File: config.mk
export PLATFORM = sky130hd
export DESIGN_NAME = lvdc_core
export DESIGN_NICKNAME = d
export VERILOG_FILES = /design/src/shared/lvdc_pkg.sv /design/src/logic/lvdc_core.sv
export VERILOG_INCLUDE_DIRS = /design/src /design/src/shared
export SDC_FILE = /design/constraint.sdc
export NUM_CORES = 1
export LEC_CHECK = 0
export ABC_AREA = 1
export BUFFER_PORTS_ARGS = -buffer_cell sky130_fd_sc_hd__buf_2
export CAP_MARGIN = 20
export CELL_PAD_IN_SITES_DETAIL_PLACEMENT = 1
export CELL_PAD_IN_SITES_GLOBAL_PLACEMENT = 2
export CORE_UTILIZATION = 23
export CTS_BUF_LIST = sky130_fd_sc_hd__clkbuf_4 sky130_fd_sc_hd__clkbuf_8 sky130_fd_sc_hd__clkbuf_16
export CTS_CLUSTER_SIZE = 25
export DETAILED_ROUTE_END_ITERATION = 12
export HOLD_SLACK_MARGIN = 0.06
export PLACE_DENSITY = 0.72
export SETUP_SLACK_MARGIN = 0.5
export SLEW_MARGIN = 20
export SYNTH_ARGS = -nofsm -noshare
export SYNTH_HDL_FRONTEND = slang
export SYNTH_SLANG_ARGS = --single-unit
File: constraint.sdc
create_clock -name aclk -period 1.4 [get_ports aclk]
set_input_delay 0.07 -clock aclk [delete_from_list [all_inputs] [get_ports aclk]]
set_output_delay 0.07 -clock aclk [all_outputs]
set_load 0.005 [all_outputs]
File: src/shared/lvdc_consts.svh
// offsets, field positions, reset values and timing counts of the
// low-voltage detect control block; included by the logic and the bench
`ifndef LVDC_CONSTS_SVH
`define LVDC_CONSTS_SVH
// register byte offsets
`define LVDC_CTRL_OFS      12'h000
`define LVDC_STAT_OFS      12'h004
`define LVDC_IEN_OFS       12'h008
`define LVDC_ICLR_OFS      12'h00c
`define LVDC_MASK_OFS      12'h010
`define LVDC_BITSET_OFS    12'h014
`define LVDC_BITCLR_OFS    12'h018
// control register fields
`define LVDC_CMP_BIT       0
`define LVDC_MODE_BIT      1
`define LVDC_SEL_BIT       2
`define LVDC_ON_BIT        7
// status / enable / clear fields
`define LVDC_ST_REQ_BIT    0
`define LVDC_ST_RDY_BIT    1
`define LVDC_ST_W          2
// reset values
`define LVDC_CTRL_RST      8'h00
`define LVDC_MASK_RST      1'b1
`define LVDC_IEN_RST       2'h0
// settle time after enable, in ns, and the clock period in ns
`define LVDC_SETTLE_NS     210000
`define LVDC_CLK_NS        10
`endif

File: src/shared/lvdc_pkg.sv
// types of the low-voltage detect control block
// assumes lvdc_consts.svh sits on the include path
package lvdc_pkg;
   // detector sequencing states
   typedef enum logic [1:0] {
      LVDC_OFF,
      LVDC_SETTLE,
      LVDC_READY
   } lvdc_state_t;
   typedef logic [1:0] lvdc_resp_t;
endpackage

File: src/logic/lvdc_core.sv
// low-voltage detect control: control register, settle timer, level
// flag and interrupt request, reached over an axi4-lite slave
// assumes aclk at 100 MHz and the comparator output arriving async
// assumes an axi4-lite master with one write and one read in flight
// assumes the comparator pins change slowly next to the clock
//
// Operation
// - select bit 2 makes the detector compare the external input
// - mode bit 1 at 0 (default) makes detection raise a request
// - on bit 7 enables the detector; at 0 it stays idle
// - bit 0 reports the input below detection level
// - on bit cleared alone, other control bits undisturbed
//
// The implementer's own choices: register access over AXI4-Lite and the register addresses.
`timescale 1ns/10ps
`include "lvdc_consts.svh"

module lvdc_core #(
   parameter int SETTLE_CYCLES = `LVDC_SETTLE_NS / `LVDC_CLK_NS
) (
   input  wire logic                  aclk,
   input  wire logic                  aresetn,
   input  wire logic [11:0]           s_axi_awaddr,
   input  wire logic                  s_axi_awvalid,
   output logic                       s_axi_awready,
   input  wire logic [31:0]           s_axi_wdata,
   input  wire logic [3:0]            s_axi_wstrb,
   input  wire logic                  s_axi_wvalid,
   output logic                       s_axi_wready,
   output lvdc_pkg::lvdc_resp_t       s_axi_bresp,
   output logic                       s_axi_bvalid,
   input  wire logic                  s_axi_bready,
   input  wire logic [11:0]           s_axi_araddr,
   input  wire logic                  s_axi_arvalid,
   output logic                       s_axi_arready,
   output logic [31:0]                s_axi_rdata,
   output lvdc_pkg::lvdc_resp_t       s_axi_rresp,
   output logic                       s_axi_rvalid,
   input  wire logic                  s_axi_rready,
   input  wire logic                  supply_below_level,
   input  wire logic                  ext_below_level,
   output logic                       detector_enable,
   output logic                       ext_input_route,
   output logic                       lowvolt_reset_req,
   output logic                       irq
);
   import lvdc_pkg::*;

   // ==========================================================
   // elaboration checks
   // the settle counter needs at least one cycle to count through
   if (SETTLE_CYCLES < 1) begin : g_bad_settle
      $error("SETTLE_CYCLES must be at least 1");
   end

   // counter width follows the parameter, a longer wait only widens it
   localparam int CNT_W = $clog2(SETTLE_CYCLES + 1);
   localparam logic [CNT_W-1:0] SETTLE_LAST = CNT_W'(SETTLE_CYCLES - 1);

   // ==========================================================
   // registers
   // software-visible state
   logic [7:0]              ctrl_r;      // on, select, mode bits
   logic                    mask_r;      // lowvolt_irq_mask
   logic [`LVDC_ST_W-1:0]   stat_r;      // sticky events
   logic [`LVDC_ST_W-1:0]   ien_r;

   // settle sequencer and comparator history
   lvdc_state_t             state_r;
   logic [CNT_W-1:0]        cnt_r;
   logic [1:0]              sup_sync_r;
   logic [1:0]              ext_sync_r;
   logic                    cmp_prev_r;

   // write channel parts held until the other part arrives
   logic                    aw_held_r;
   logic [11:0]             aw_addr_r;
   logic                    w_held_r;
   logic [31:0]             w_data_r;
   logic                    w_lane0_r;

   // ==========================================================
   // comparator input synchronisers
   // the first flop may settle late; nothing but the second reads it
   // reset to the idle level so no false edge follows reset
   always_ff @(posedge aclk) begin
      if (!aresetn) begin
         sup_sync_r <= 2'h0;
         ext_sync_r <= 2'h0;
      end else begin
         sup_sync_r <= {sup_sync_r[0], supply_below_level};
         ext_sync_r <= {ext_sync_r[0], ext_below_level};
      end
   end

   // ==========================================================
   // detector view of the selected level
   wire det_on    = ctrl_r[`LVDC_ON_BIT];
   wire sel_ext   = ctrl_r[`LVDC_SEL_BIT];
   wire mode_rst  = ctrl_r[`LVDC_MODE_BIT];
   // detector output forced low while off, so nothing fires idle
   wire cmp_sel   = sel_ext ? ext_sync_r[1] : sup_sync_r[1];
   wire cmp_level = det_on & cmp_sel;
   wire cmp_rise  = det_on & cmp_level & ~cmp_prev_r;
   // before settling the analog side is not trusted, so no event
   wire armed     = (state_r == LVDC_READY);
   wire ev_req    = armed & cmp_rise & ~mode_rst;
   wire ev_rdy    = (state_r == LVDC_SETTLE) && (cnt_r == SETTLE_LAST);
   // limitation: a level already below when the wait ends gives no
   // edge and so no request; software sees it in the compare flag,
   // which is why it checks that flag before arming

   // pins towards the analog side follow the control bits directly
   assign detector_enable   = det_on;
   assign ext_input_route   = sel_ext;
   // action mode 1 gives a level towards reset instead of a request
   assign lowvolt_reset_req = armed & cmp_level & mode_rst;

   // ==========================================================
   // axi write path: address and data taken in either order
   wire aw_take = s_axi_awvalid & s_axi_awready;
   wire w_take  = s_axi_wvalid & s_axi_wready;
   wire aw_have = aw_held_r | s_axi_awvalid;
   wire w_have  = w_held_r | s_axi_wvalid;
   wire wr_fire = aw_have & w_have & ~s_axi_bvalid;
   wire [11:0] wr_addr = aw_held_r ? aw_addr_r : s_axi_awaddr;
   wire [31:0] wr_data = w_held_r ? w_data_r : s_axi_wdata;
   wire        wr_ln0  = w_held_r ? w_lane0_r : s_axi_wstrb[0];
   wire        wr_en   = wr_fire & wr_ln0;

   // a pending response blocks both channels, so one write at a time
   assign s_axi_awready = ~aw_held_r & ~s_axi_bvalid;
   assign s_axi_wready  = ~w_held_r & ~s_axi_bvalid;

   // write decode; lane 0 off turns the write into a no-op
   wire wr_ctrl   = wr_en && (wr_addr == `LVDC_CTRL_OFS);
   wire wr_ien    = wr_en && (wr_addr == `LVDC_IEN_OFS);
   wire wr_iclr   = wr_en && (wr_addr == `LVDC_ICLR_OFS);
   wire wr_mask   = wr_en && (wr_addr == `LVDC_MASK_OFS);
   wire wr_bset   = wr_en && (wr_addr == `LVDC_BITSET_OFS);
   wire wr_bclr   = wr_en && (wr_addr == `LVDC_BITCLR_OFS);

   // known addresses answer okay, every other one slverr
   wire wr_known  = (wr_addr == `LVDC_CTRL_OFS)
                  | (wr_addr == `LVDC_STAT_OFS)
                  | (wr_addr == `LVDC_IEN_OFS)
                  | (wr_addr == `LVDC_ICLR_OFS)
                  | (wr_addr == `LVDC_MASK_OFS)
                  | (wr_addr == `LVDC_BITSET_OFS)
                  | (wr_addr == `LVDC_BITCLR_OFS);

   // single-bit set/clear forms touch only the named bits
   // only on, select and mode are writable; bit 0 is the live flag
   wire [7:0] ctrl_wmask = (8'h01 << `LVDC_ON_BIT)
                         | (8'h01 << `LVDC_SEL_BIT)
                         | (8'h01 << `LVDC_MODE_BIT);
   wire [7:0] ctrl_nxt   = wr_ctrl ? (wr_data[7:0] & ctrl_wmask)
                         : wr_bset ? (ctrl_r | (wr_data[7:0] & ctrl_wmask))
                         : wr_bclr ? (ctrl_r & ~(wr_data[7:0] & ctrl_wmask))
                         : ctrl_r;

   // status events: request in bit 0, settle done in bit 1
   wire [`LVDC_ST_W-1:0] ev_vec  = {ev_rdy, ev_req};
   // a new event beats a clear in the same cycle
   wire [`LVDC_ST_W-1:0] clr_vec = wr_iclr ? wr_data[`LVDC_ST_W-1:0]
                                           : {`LVDC_ST_W{1'b0}};
   wire [`LVDC_ST_W-1:0] stat_nxt = (stat_r & ~clr_vec) | ev_vec;

   // ==========================================================
   // write channel holding registers and response
   // the response rises the cycle after both parts are present
   // a write with lane 0 off to a known address still answers okay, changing nothing
   always_ff @(posedge aclk) begin
      if (!aresetn) begin
         aw_held_r    <= 1'b0;
         aw_addr_r    <= 12'h000;
         w_held_r     <= 1'b0;
         w_data_r     <= 32'h0000_0000;
         w_lane0_r    <= 1'b0;
         s_axi_bvalid <= 1'b0;
         s_axi_bresp  <= 2'h0;
      end else begin
         if (wr_fire) begin
            aw_held_r    <= 1'b0;
            w_held_r     <= 1'b0;
            s_axi_bvalid <= 1'b1;
            s_axi_bresp  <= wr_known ? 2'h0 : 2'h2;
         end else begin
            if (aw_take) begin
               aw_held_r <= 1'b1;
               aw_addr_r <= s_axi_awaddr;
            end
            if (w_take) begin
               w_held_r  <= 1'b1;
               w_data_r  <= s_axi_wdata;
               w_lane0_r <= s_axi_wstrb[0];
            end
            if (s_axi_bvalid && s_axi_bready)
               s_axi_bvalid <= 1'b0;
         end
      end
   end

   // ==========================================================
   // control, mask, status and enable registers
   // the mask leaves reset set, so no request leaks out early
   always_ff @(posedge aclk) begin
      if (!aresetn) begin
         ctrl_r <= `LVDC_CTRL_RST;
         mask_r <= `LVDC_MASK_RST;
         ien_r  <= `LVDC_IEN_RST;
         stat_r <= {`LVDC_ST_W{1'b0}};
      end else begin
         ctrl_r <= ctrl_nxt;
         stat_r <= stat_nxt;
         if (wr_mask)
            mask_r <= wr_data[0];
         if (wr_ien)
            ien_r <= wr_data[`LVDC_ST_W-1:0];
      end
   end

   // ==========================================================
   // settle sequencer: counts the stabilisation wait after enable
   // dropping the on bit restarts the wait from zero next time
   always_ff @(posedge aclk) begin
      if (!aresetn) begin
         state_r    <= LVDC_OFF;
         cnt_r      <= '0;
         cmp_prev_r <= 1'b0;
      end else begin
         cmp_prev_r <= cmp_level;
         case (state_r)
            LVDC_OFF: begin
               cnt_r <= '0;
               if (det_on)
                  state_r <= LVDC_SETTLE;
            end
            LVDC_SETTLE: begin
               if (!det_on)
                  state_r <= LVDC_OFF;
               else if (cnt_r == SETTLE_LAST)
                  state_r <= LVDC_READY;
               else
                  cnt_r <= cnt_r + CNT_W'(1);
            end
            // the counter rests here until the on bit drops
            LVDC_READY: begin
               if (!det_on)
                  state_r <= LVDC_OFF;
            end
            default: state_r <= LVDC_OFF;
         endcase
      end
   end

   // ==========================================================
   // interrupt: request flag gated by the mask, ready by its enable
   // the request sets whatever the mask says; only the output is gated
   // irq is a level and stays high until the status bit is cleared or its mask or enable gates it off
   assign irq = (stat_r[`LVDC_ST_REQ_BIT] & ~mask_r)
              | (stat_r[`LVDC_ST_RDY_BIT] & ien_r[`LVDC_ST_RDY_BIT]);

   // ==========================================================
   // axi read path, one read outstanding
   wire [7:0] ctrl_rd = {ctrl_r[7:1], cmp_level};
   wire [11:0] rd_a   = s_axi_araddr;
   wire rd_ctrl = (rd_a == `LVDC_CTRL_OFS);
   wire rd_stat = (rd_a == `LVDC_STAT_OFS);
   wire rd_ien  = (rd_a == `LVDC_IEN_OFS);
   wire rd_mask = (rd_a == `LVDC_MASK_OFS);
   wire rd_wo   = (rd_a == `LVDC_ICLR_OFS)
                | (rd_a == `LVDC_BITSET_OFS)
                | (rd_a == `LVDC_BITCLR_OFS);
   wire [31:0] rd_word = rd_ctrl ? {24'h0, ctrl_rd}
                       : rd_stat ? {30'h0, stat_r}
                       : rd_ien  ? {30'h0, ien_r}
                       : rd_mask ? {31'h0, mask_r}
                       : 32'h0000_0000;
   wire rd_ok = rd_ctrl | rd_stat | rd_ien | rd_mask | rd_wo;

   // a read waits while the last answer stands
   assign s_axi_arready = ~s_axi_rvalid;

   // read data is registered with the answer and holds until taken
   always_ff @(posedge aclk) begin
      if (!aresetn) begin
         s_axi_rvalid <= 1'b0;
         s_axi_rdata  <= 32'h0000_0000;
         s_axi_rresp  <= 2'h0;
      end else if (s_axi_arvalid && s_axi_arready) begin
         s_axi_rvalid <= 1'b1;
         s_axi_rdata  <= rd_word;
         s_axi_rresp  <= rd_ok ? 2'h0 : 2'h2;
      end else if (s_axi_rvalid && s_axi_rready) begin
         s_axi_rvalid <= 1'b0;
      end
   end

endmodule // lvdc_core

==> results of run 1 <==
[stage by stage]
stage	utilization (%)	setup WS (ns)	hold WS (ns)	total power [mW]	cells
3_5_place_dp	30.0	-0.140	0.258	2.45	773
5_1_grt	43.4	-0.222	0.0907	5.51	868
4_1_cts	39.9	-0.0995	0.0820	5.17	849
3_3_place_gp	30.0	-0.106	0.254	2.42	773
6_report	43.4	-0.159	0.101	5.24	869
2_1_floorplan	-	0.0759	0.168	2.25	527
[routing by layer]
metal | vias to the layer above | GRT usage (%) | routed length [microns]
li1 | 1933 | - | -
met1 | 1896 | 17.9 | 4930
met2 | 48 | 31.2 | 6930
met3 | 9 | 4.98 | 409
met4 | 0 | 3.70 | 142
met5 | - | 0 | 0
[worst min-delay path by stage]
| stage | end | depth (start not counted) |
|---|---|---|
| after floorplan | ext_sync_r[0] | 2 |
| after CTS | w_held_r | 3 |
| after global routing | s_axi_rresp[1] | 3 |
| after global placement | ext_sync_r[0] | 3 |
| after detailed placement | sup_sync_r[0] | 3 |
| final | s_axi_rresp[1] | 3 |
[cells in the mapped netlist (2+ instances only)]
master,instances
sky130_fd_sc_hd__clkbuf_1,3
sky130_fd_sc_hd__or2_2,2
sky130_fd_sc_hd__nand2_2,6
sky130_fd_sc_hd__nor2_2,4
sky130_fd_sc_hd__buf_4,30
sky130_fd_sc_hd__xor2_1,3
sky130_fd_sc_hd__nand4_1,9
sky130_fd_sc_hd__buf_2,6
sky130_fd_sc_hd__inv_1,65
sky130_fd_sc_hd__nand2_1,100
sky130_fd_sc_hd__nor3_1,11
sky130_fd_sc_hd__inv_2,3
sky130_fd_sc_hd__dfxtp_1,57
sky130_fd_sc_hd__o21ai_0,34
sky130_fd_sc_hd__a21oi_1,43
sky130_fd_sc_hd__buf_6,2
sky130_fd_sc_hd__nand3_1,48
sky130_fd_sc_hd__nand3_2,4
sky130_fd_sc_hd__nor2_1,51
sky130_fd_sc_hd__nand3b_1,5
[where the power goes]
part / leakage [nW] / total [mW] / internal, mW / switching [mW]
Clock: 0.162 / 2.45 / 1.65 / 0.806
Combinational: 1.96 / 1.04 / 0.478 / 0.564
Sequential: 0.474 / 1.75 / 1.70 / 0.0510
[cell families after synthesis]
| kind of cell | share of synthesized area, % |
|---|---|
| simple gates | 33.8 |
| buf+inv | 17.0 |
| compound gates | 12.9 |
| flops | 35.1 |
| xor+xnor | 0.808 |
| fa+ha+maj | 0.384 |
| other cells | 0.115 |
[flip-flops by register name, indices dropped and copies added, names as in the netlist, 2 cells and up, named ones only]
register	flops
aw_addr_r	12
cnt_r	15
ext_sync_r	2
ien_r	2
s_axi_rdata	4
stat_r	2
state_r	2
sup_sync_r	2
w_data_r	4
[cell type report]
class	instances	area (sq um)
well taps	180	225
inverters	69	273
multi-input cells	364	2490
repair buffers	182	1500
flip-flops and latches	57	1180
clock inverters	5	77.6
clock buffers	11	253
diodes	1	2.50
fillers	1691	7820
[worst max-delay path: stages (launching register included)]
cell	delay, ns
sky130_fd_sc_hd__dfxtp_4	0.36
sky130_fd_sc_hd__inv_2	0.06
sky130_fd_sc_hd__nand4_1	0.16
sky130_fd_sc_hd__nor2_4	0.19
sky130_fd_sc_hd__nand2_2	0.11
sky130_fd_sc_hd__nand3_4	0.16
sky130_fd_sc_hd__buf_6	0.17
sky130_fd_sc_hd__inv_2	0.05
sky130_fd_sc_hd__o21ai_0	0.14
sky130_fd_sc_hd__a21oi_1	0.05
[repair_timing]
action / 4_1_cts / 5_1_grt
cloned: 6 / 0
hold buffers: 24 / 0
endpoints found under the hold margin: 22 / 0
setup buffers: 30 / 19
pin swaps: 34 / 37
endpoints found under the setup margin: 56 / 61
gates resized for setup: 136 / 95
==> report_table.html, run 1 <==
<table>
<tr><th>Metric</th><th>Value</th></tr>
<tr><th colspan="2">Pwr</th></tr>
<tr><td>Power density relative to cell area</td><td>873 mW/mm^2</td></tr>
<tr><td>Largest voltage drop on the vdd net</td><td>0.567 mV</td></tr>
<tr><td>Leakage</td><td>2.60 nW</td></tr>
<tr><th colspan="2">Clocking</th></tr>
<tr><td>CTS Buffer Depth</td><td>2</td></tr>
<tr><td>Clock H-tree levels</td><td>3</td></tr>
<tr><td>Total clock sinks</td><td>57</td></tr>
<tr><td>Clock transition at path regs</td><td>0.05 ns</td></tr>
<tr><td>TritonCTS buffer count</td><td>9</td></tr>
<tr><td>TritonCTS clock tree</td><td>built</td></tr>
<tr><td>Clock latency at the later pin of the worst-skew pair</td><td>0.33 ns</td></tr>
<tr><td>Clock tree root driver cell</td><td>sky130_fd_sc_hd__clkbuf_16</td></tr>
<tr><th colspan="2">Finish</th></tr>
<tr><td>Design area</td><td>0.00601 sq mm</td></tr>
<tr><td>Area added between synthesis and finish</td><td>84.6%</td></tr>
<tr><td>Proportion of layout cells with a drive suffix above 1</td><td>51.7%</td></tr>
<tr><td>Commonest cells after routing, fill and taps aside</td><td>sky130_fd_sc_hd__buf_4 (67), sky130_fd_sc_hd__nand2_1 (66), sky130_fd_sc_hd__buf_2 (48)</td></tr>
<tr><td>Most common cell after layout, fill and taps aside</td><td>sky130_fd_sc_hd__buf_4</td></tr>
<tr><td>Fin nets</td><td>753</td></tr>
<tr><th colspan="2">Timing</th></tr>
<tr><td>RSZ-0062 raised after global routing</td><td>true</td></tr>
<tr><td>Setup Viol. Count Final</td><td>25</td></tr>
<tr><td>Final total negative setup slack</td><td>-1.92 ns</td></tr>
<tr><td>Max Clk Rate</td><td>642 MHz</td></tr>
<tr><td>Hold Violations, Final</td><td>0</td></tr>
<tr><td>Final max-slew violation count</td><td>0</td></tr>
<tr><td>Clock Skews</td><td>0.00714 ns</td></tr>
<tr><td>Part of the cycle the worst path needs</td><td>111%</td></tr>
<tr><td>Min cycle time layout</td><td>1.56 ns</td></tr>
<tr><td>Worst path setup slack after routing</td><td>-0.159 ns</td></tr>
<tr><th colspan="2">Global route</th></tr>
<tr><td>Antenna violations before repair</td><td>1</td></tr>
<tr><td>Largest net degree at the start of global routing</td><td>38</td></tr>
<tr><td>Global-route congestion overflow total</td><td>0</td></tr>
<tr><td>Via count of the first global-routing pass</td><td>3940</td></tr>
<tr><td>Wire length of the first global-routing pass</td><td>18900 microns</td></tr>
<tr><td>Total global routing track utilization</td><td>16.5%</td></tr>
<tr><th colspan="2">Synthesis</th></tr>
<tr><td>Warnings from Yosys</td><td>0</td></tr>
<tr><td>Main flop type after synthesis</td><td>sky130_fd_sc_hd__dfxtp_1</td></tr>
<tr><td>Dominant cells by area after synthesis</td><td>sky130_fd_sc_hd__dfxtp_1 (35%), sky130_fd_sc_hd__nand2_1 (12%), sky130_fd_sc_hd__inv_1 (7.5%), sky130_fd_sc_hd__nand3_1 (7.4%), sky130_fd_sc_hd__buf_4 (6.9%)</td></tr>
<tr><td>Synth unique cells</td><td>32</td></tr>
<tr><td>Mapped Avg Cell Area</td><td>6.53 sq um</td></tr>
<tr><td>Fraction of synthesis flops using an asynchronous set or reset pin</td><td>0%</td></tr>
<tr><td>Synthesis-stage register bit count</td><td>57</td></tr>
<tr><td>Area share of the largest cell type after synthesis</td><td>35.1%</td></tr>
<tr><td>Yosys top cell by area</td><td>sky130_fd_sc_hd__dfxtp_1</td></tr>
<tr><td>Synthesized instance count</td><td>498</td></tr>
<tr><td>Cell Area, Synth</td><td>0.00325 sq mm</td></tr>
<tr><td>Number of enable-type register cells in the synthesized netlist</td><td>0</td></tr>
<tr><td>Seq/Total Area, Yosys</td><td>35.1%</td></tr>
<tr><th colspan="2">Detailed routing</th></tr>
<tr><td>DRC violation total after the first TritonRoute iteration</td><td>113</td></tr>
<tr><td>DR DRC count</td><td>0</td></tr>
<tr><td>Mean number of vias per cell</td><td>4.47</td></tr>
<tr><td>DRT Pass-1 Iters</td><td>4</td></tr>
<tr><td>WL final</td><td>12400 microns</td></tr>
<tr><td>Via count</td><td>3886</td></tr>
<tr><td>Routed len/inst</td><td>14.3 microns</td></tr>
<tr><td>Remaining antenna violation count after routing</td><td>0</td></tr>
<tr><th colspan="2">Run</th></tr>
<tr><td>Maximum Capacitance Violations</td><td>0</td></tr>
<tr><th colspan="2">Critical path</th></tr>
<tr><td>Worst Path Required</td><td>1.62 ns</td></tr>
<tr><td>FF-to-FF path depth</td><td>9</td></tr>
<tr><td>Type of the setup path with the least slack</td><td>reg2reg</td></tr>
<tr><td>Worst setup slack for register-to-register paths</td><td>-0.16 ns</td></tr>
<tr><td>Critical path capture point type</td><td>flip-flop</td></tr>
<tr><td>Startpoint class of the critical path</td><td>flip-flop</td></tr>
<tr><td>Endpoint arrival time on the critical path</td><td>1.78 ns</td></tr>
<tr><td>Worst flop-to-flop path startpoint</td><td>cnt_r[4]</td></tr>
<tr><td>Critical Path Sink</td><td>cnt_r[0]</td></tr>
<tr><td>Max Fanout on Critical Path</td><td>5</td></tr>
<tr><td>Timing startpoint of the critical path</td><td>cnt_r[4]</td></tr>
<tr><td>Endpoint of the most critical register-to-register path</td><td>cnt_r[0]</td></tr>
<tr><th colspan="2">Floorplanning</th></tr>
<tr><td>Starting density of the core</td><td>23.5%</td></tr>
<tr><td>Core footprint</td><td>0.0138 sq mm</td></tr>
<tr><td>Row cnt</td><td>43</td></tr>
<tr><td>I/O pin count</td><td>114</td></tr>
<tr><td>Die Outline Area</td><td>0.0146 sq mm</td></tr>
<tr><td>Overall die height</td><td>121 microns</td></tr>
<tr><td>Die boundary width</td><td>121 microns</td></tr>
<tr><th colspan="2">Placed design</th></tr>
<tr><td>Total placed instance area</td><td>0.00415 sq mm</td></tr>
<tr><td>Detailed-placement wirelength estimate</td><td>7430 microns</td></tr>
<tr><td>Count of buffers inserted at the top-level ports</td><td>52</td></tr>
<tr><td>Routability congestion estimate</td><td>0.731</td></tr>
<tr><th colspan="2">Outcome</th></tr>
<tr><td>Result of the run</td><td>complete, but fails checks</td></tr>
<tr><td>Violations in the final reports</td><td>setup timing</td></tr>
<tr><th colspan="2">Min path</th></tr>
<tr><td>Worst hold path type</td><td>in2reg</td></tr>
<tr><td>Hold_sp</td><td>s_axi_araddr[6]</td></tr>
</table>
Note: power is estimated with default switching activity, not from simulation.
==> run 2, diff against run 1 <==
CELL_PAD_IN_SITES_DETAIL_PLACEMENT = 2   (was 1)
==> report_table.html, run 2 (synthesis results as in run 1) <==
<table>
<tr><th>Metric</th><th>Value</th></tr>
<tr><th colspan="2">Floorplanning</th></tr>
<tr><td>Starting density of the core</td><td>23.5%</td></tr>
<tr><td>Row cnt</td><td>43</td></tr>
<tr><td>Core footprint</td><td>0.0138 sq mm</td></tr>
<tr><td>Overall die height</td><td>121 microns</td></tr>
<tr><td>I/O pin count</td><td>114</td></tr>
<tr><td>Die Outline Area</td><td>0.0146 sq mm</td></tr>
<tr><td>Die boundary width</td><td>121 microns</td></tr>
<tr><th colspan="2">Timing</th></tr>
<tr><td>Headroom to the max-slew limit</td><td>64.6%</td></tr>
<tr><td>Hold Violations, Final</td><td>0</td></tr>
<tr><td>RSZ-0062 raised after global routing</td><td>true</td></tr>
<tr><td>Min cycle time layout</td><td>1.65 ns</td></tr>
<tr><td>Max Clk Rate</td><td>605 MHz</td></tr>
<tr><td>Worst-margin pin slew</td><td>0.526 ns</td></tr>
<tr><td>Final max-slew violation count</td><td>0</td></tr>
<tr><td>Part of the cycle the worst path needs</td><td>118%</td></tr>
<tr><td>Clock Skews</td><td>0.00737 ns</td></tr>
<tr><td>Setup Viol. Count Final</td><td>31</td></tr>
<tr><td>Worst path setup slack after routing</td><td>-0.254 ns</td></tr>
<tr><th colspan="2">Finish</th></tr>
<tr><td>Largest reg by FF count</td><td>cnt_r</td></tr>
<tr><td>Proportion of layout cells with a drive suffix above 1</td><td>51.7%</td></tr>
<tr><td>Design area</td><td>0.00591 sq mm</td></tr>
<tr><td>Most common cell after layout, fill and taps aside</td><td>sky130_fd_sc_hd__buf_4</td></tr>
<tr><td>Fin nets</td><td>744</td></tr>
<tr><td>Core Util, Final</td><td>42.8%</td></tr>
<tr><td>Area added between synthesis and finish</td><td>81.7%</td></tr>
<tr><td>Largest register FFs</td><td>15</td></tr>
<tr><td>Commonest cells after routing, fill and taps aside</td><td>sky130_fd_sc_hd__buf_4 (70), sky130_fd_sc_hd__nand2_1 (62), sky130_fd_sc_hd__inv_1 (50)</td></tr>
<tr><td>Largest registers</td><td>cnt_r (15), aw_addr_r (12)</td></tr>
<tr><th colspan="2">Pwr</th></tr>
<tr><td>Total power</td><td>5.48 mW</td></tr>
<tr><td>Power density relative to cell area</td><td>927 mW/mm^2</td></tr>
<tr><td>Largest voltage drop on the vdd net</td><td>0.581 mV</td></tr>
<tr><td>Leakage</td><td>2.56 nW</td></tr>
<tr><th colspan="2">Global route</th></tr>
<tr><td>Global-route congestion overflow total</td><td>0</td></tr>
<tr><td>Antenna violations before repair</td><td>2</td></tr>
<tr><td>Via count of the first global-routing pass</td><td>4537</td></tr>
<tr><td>Largest net degree at the start of global routing</td><td>38</td></tr>
<tr><td>Wire length of the first global-routing pass</td><td>24200 microns</td></tr>
<tr><td>Total global routing track utilization</td><td>21.7%</td></tr>
<tr><th colspan="2">Clocking</th></tr>
<tr><td>Clock latency at the later pin of the worst-skew pair</td><td>0.34 ns</td></tr>
<tr><td>TritonCTS clock tree</td><td>built</td></tr>
<tr><td>CTS Buffer Depth</td><td>2</td></tr>
<tr><td>Clock H-tree levels</td><td>3</td></tr>
<tr><td>Clock transition at path regs</td><td>0.06 ns</td></tr>
<tr><td>Clock tree root driver cell</td><td>sky130_fd_sc_hd__clkbuf_16</td></tr>
<tr><td>Total clock sinks</td><td>57</td></tr>
<tr><td>TritonCTS buffer count</td><td>9</td></tr>
<tr><th colspan="2">Detailed routing</th></tr>
<tr><td>DRT Pass-1 Iters</td><td>4</td></tr>
<tr><td>DR DRC count</td><td>0</td></tr>
<tr><td>Via count</td><td>4092</td></tr>
<tr><td>DRC violation total after the first TritonRoute iteration</td><td>152</td></tr>
<tr><td>Routed len/inst</td><td>21.2 microns</td></tr>
<tr><td>Mean number of vias per cell</td><td>4.75</td></tr>
<tr><td>Remaining antenna violation count after routing</td><td>0</td></tr>
<tr><td>WL final</td><td>18300 microns</td></tr>
<tr><th colspan="2">Placed design</th></tr>
<tr><td>Total placed instance area</td><td>0.00415 sq mm</td></tr>
<tr><td>Detailed-placement wirelength estimate</td><td>8490 microns</td></tr>
<tr><td>Routability congestion estimate</td><td>0.731</td></tr>
<tr><td>Count of buffers inserted at the top-level ports</td><td>52</td></tr>
<tr><th colspan="2">Critical path</th></tr>
<tr><td>Critical path capture point type</td><td>flip-flop</td></tr>
<tr><td>Type of the setup path with the least slack</td><td>reg2reg</td></tr>
<tr><td>Max Fanout on Critical Path</td><td>9</td></tr>
<tr><td>Startpoint class of the critical path</td><td>flip-flop</td></tr>
<tr><td>Endpoint arrival time on the critical path</td><td>1.87 ns</td></tr>
<tr><td>Worst Path Required</td><td>1.62 ns</td></tr>
<tr><th colspan="2">Outcome</th></tr>
<tr><td>Result of the run</td><td>complete, but fails checks</td></tr>
<tr><td>Violations in the final reports</td><td>setup timing</td></tr>
<tr><th colspan="2">Min path</th></tr>
<tr><td>Worst hold path type</td><td>in2reg</td></tr>
<tr><th colspan="2">Run</th></tr>
<tr><td>Maximum Capacitance Violations</td><td>0</td></tr>
</table>
run 2: final cells by class:
cell class	instances	area [sq um]
diodes	2	5.00
clock buffers	10	239
clock inverters	6	105
fillers	1551	7920
inverters	69	278
multi-input cells	364	2490
flip-flops and latches	57	1180
well taps	180	225
repair buffers	173	1380
run 2: final timing paths:
kind	start	end	slack [ns]	cells after the start
max	aw_held_r	flip-flop	-0.25	11
min reg2reg	ext_sync_r[0]	ext_sync_r[1]	0.46	2
min	s_axi_awaddr[4]	aw_addr_r[4]	0.09	3
max reg2reg	aw_held_r	flip-flop	-0.25	11
run 2: report_power, final:
| part | internal, mW | switching, mW | total, mW |
|---|---|---|---|
| Combinational | 0.448 | 0.648 | 1.10 |
| Sequential | 1.70 | 0.0613 | 1.76 |
| Clock | 1.78 | 0.850 | 2.63 |
run 2: metal layers:
metal | up-vias | global-route usage (%) | routed length, microns
li1 | 1909 | - | -
met4 | 0 | 7.72 | 575
met1 | 2056 | 22.4 | 6520
met5 | - | 0 | 0
met2 | 89 | 42.8 | 10500
met3 | 38 | 4.42 | 650
run 2: metrics by stage:
step	hold slack, ns	setup TNS [ns]	cells	setup WS, ns
after floorplan	0.168	0	527	0.0759
after global routing	0.111	-6.18	860	-0.332
after global placement	0.254	-0.641	773	-0.106
after detailed placement	0.263	-2.06	773	-0.176
final	0.0878	-3.81	861	-0.254
after CTS	0.0618	-1.04	843	-0.126
run 2: worst max-delay path, cell delays in order, from the launching register on:
cell and delay, ns:
sky130_fd_sc_hd__dfxtp_4 0.42, sky130_fd_sc_hd__inv_8 0.06, sky130_fd_sc_hd__nor2_4 0.09, sky130_fd_sc_hd__nand3_2 0.12
sky130_fd_sc_hd__nand2_4 0.13, sky130_fd_sc_hd__inv_4 0.05, sky130_fd_sc_hd__nor2_4 0.19, sky130_fd_sc_hd__nand2_4 0.11
sky130_fd_sc_hd__nand3_4 0.11, sky130_fd_sc_hd__nand3_1 0.08, sky130_fd_sc_hd__nand2_1 0.09, sky130_fd_sc_hd__nand2_1 0.07
run 2: repair_timing:
action                                 in CTS  in global routing
hold buffers                               23                  0
setup endpoints to repair                  58                 62
pin swaps                                  33                 41
setup buffers                              25                 16
gates resized for setup                   124                101
gates cloned                                6                  0
endpoints found under the hold margin      21                  0
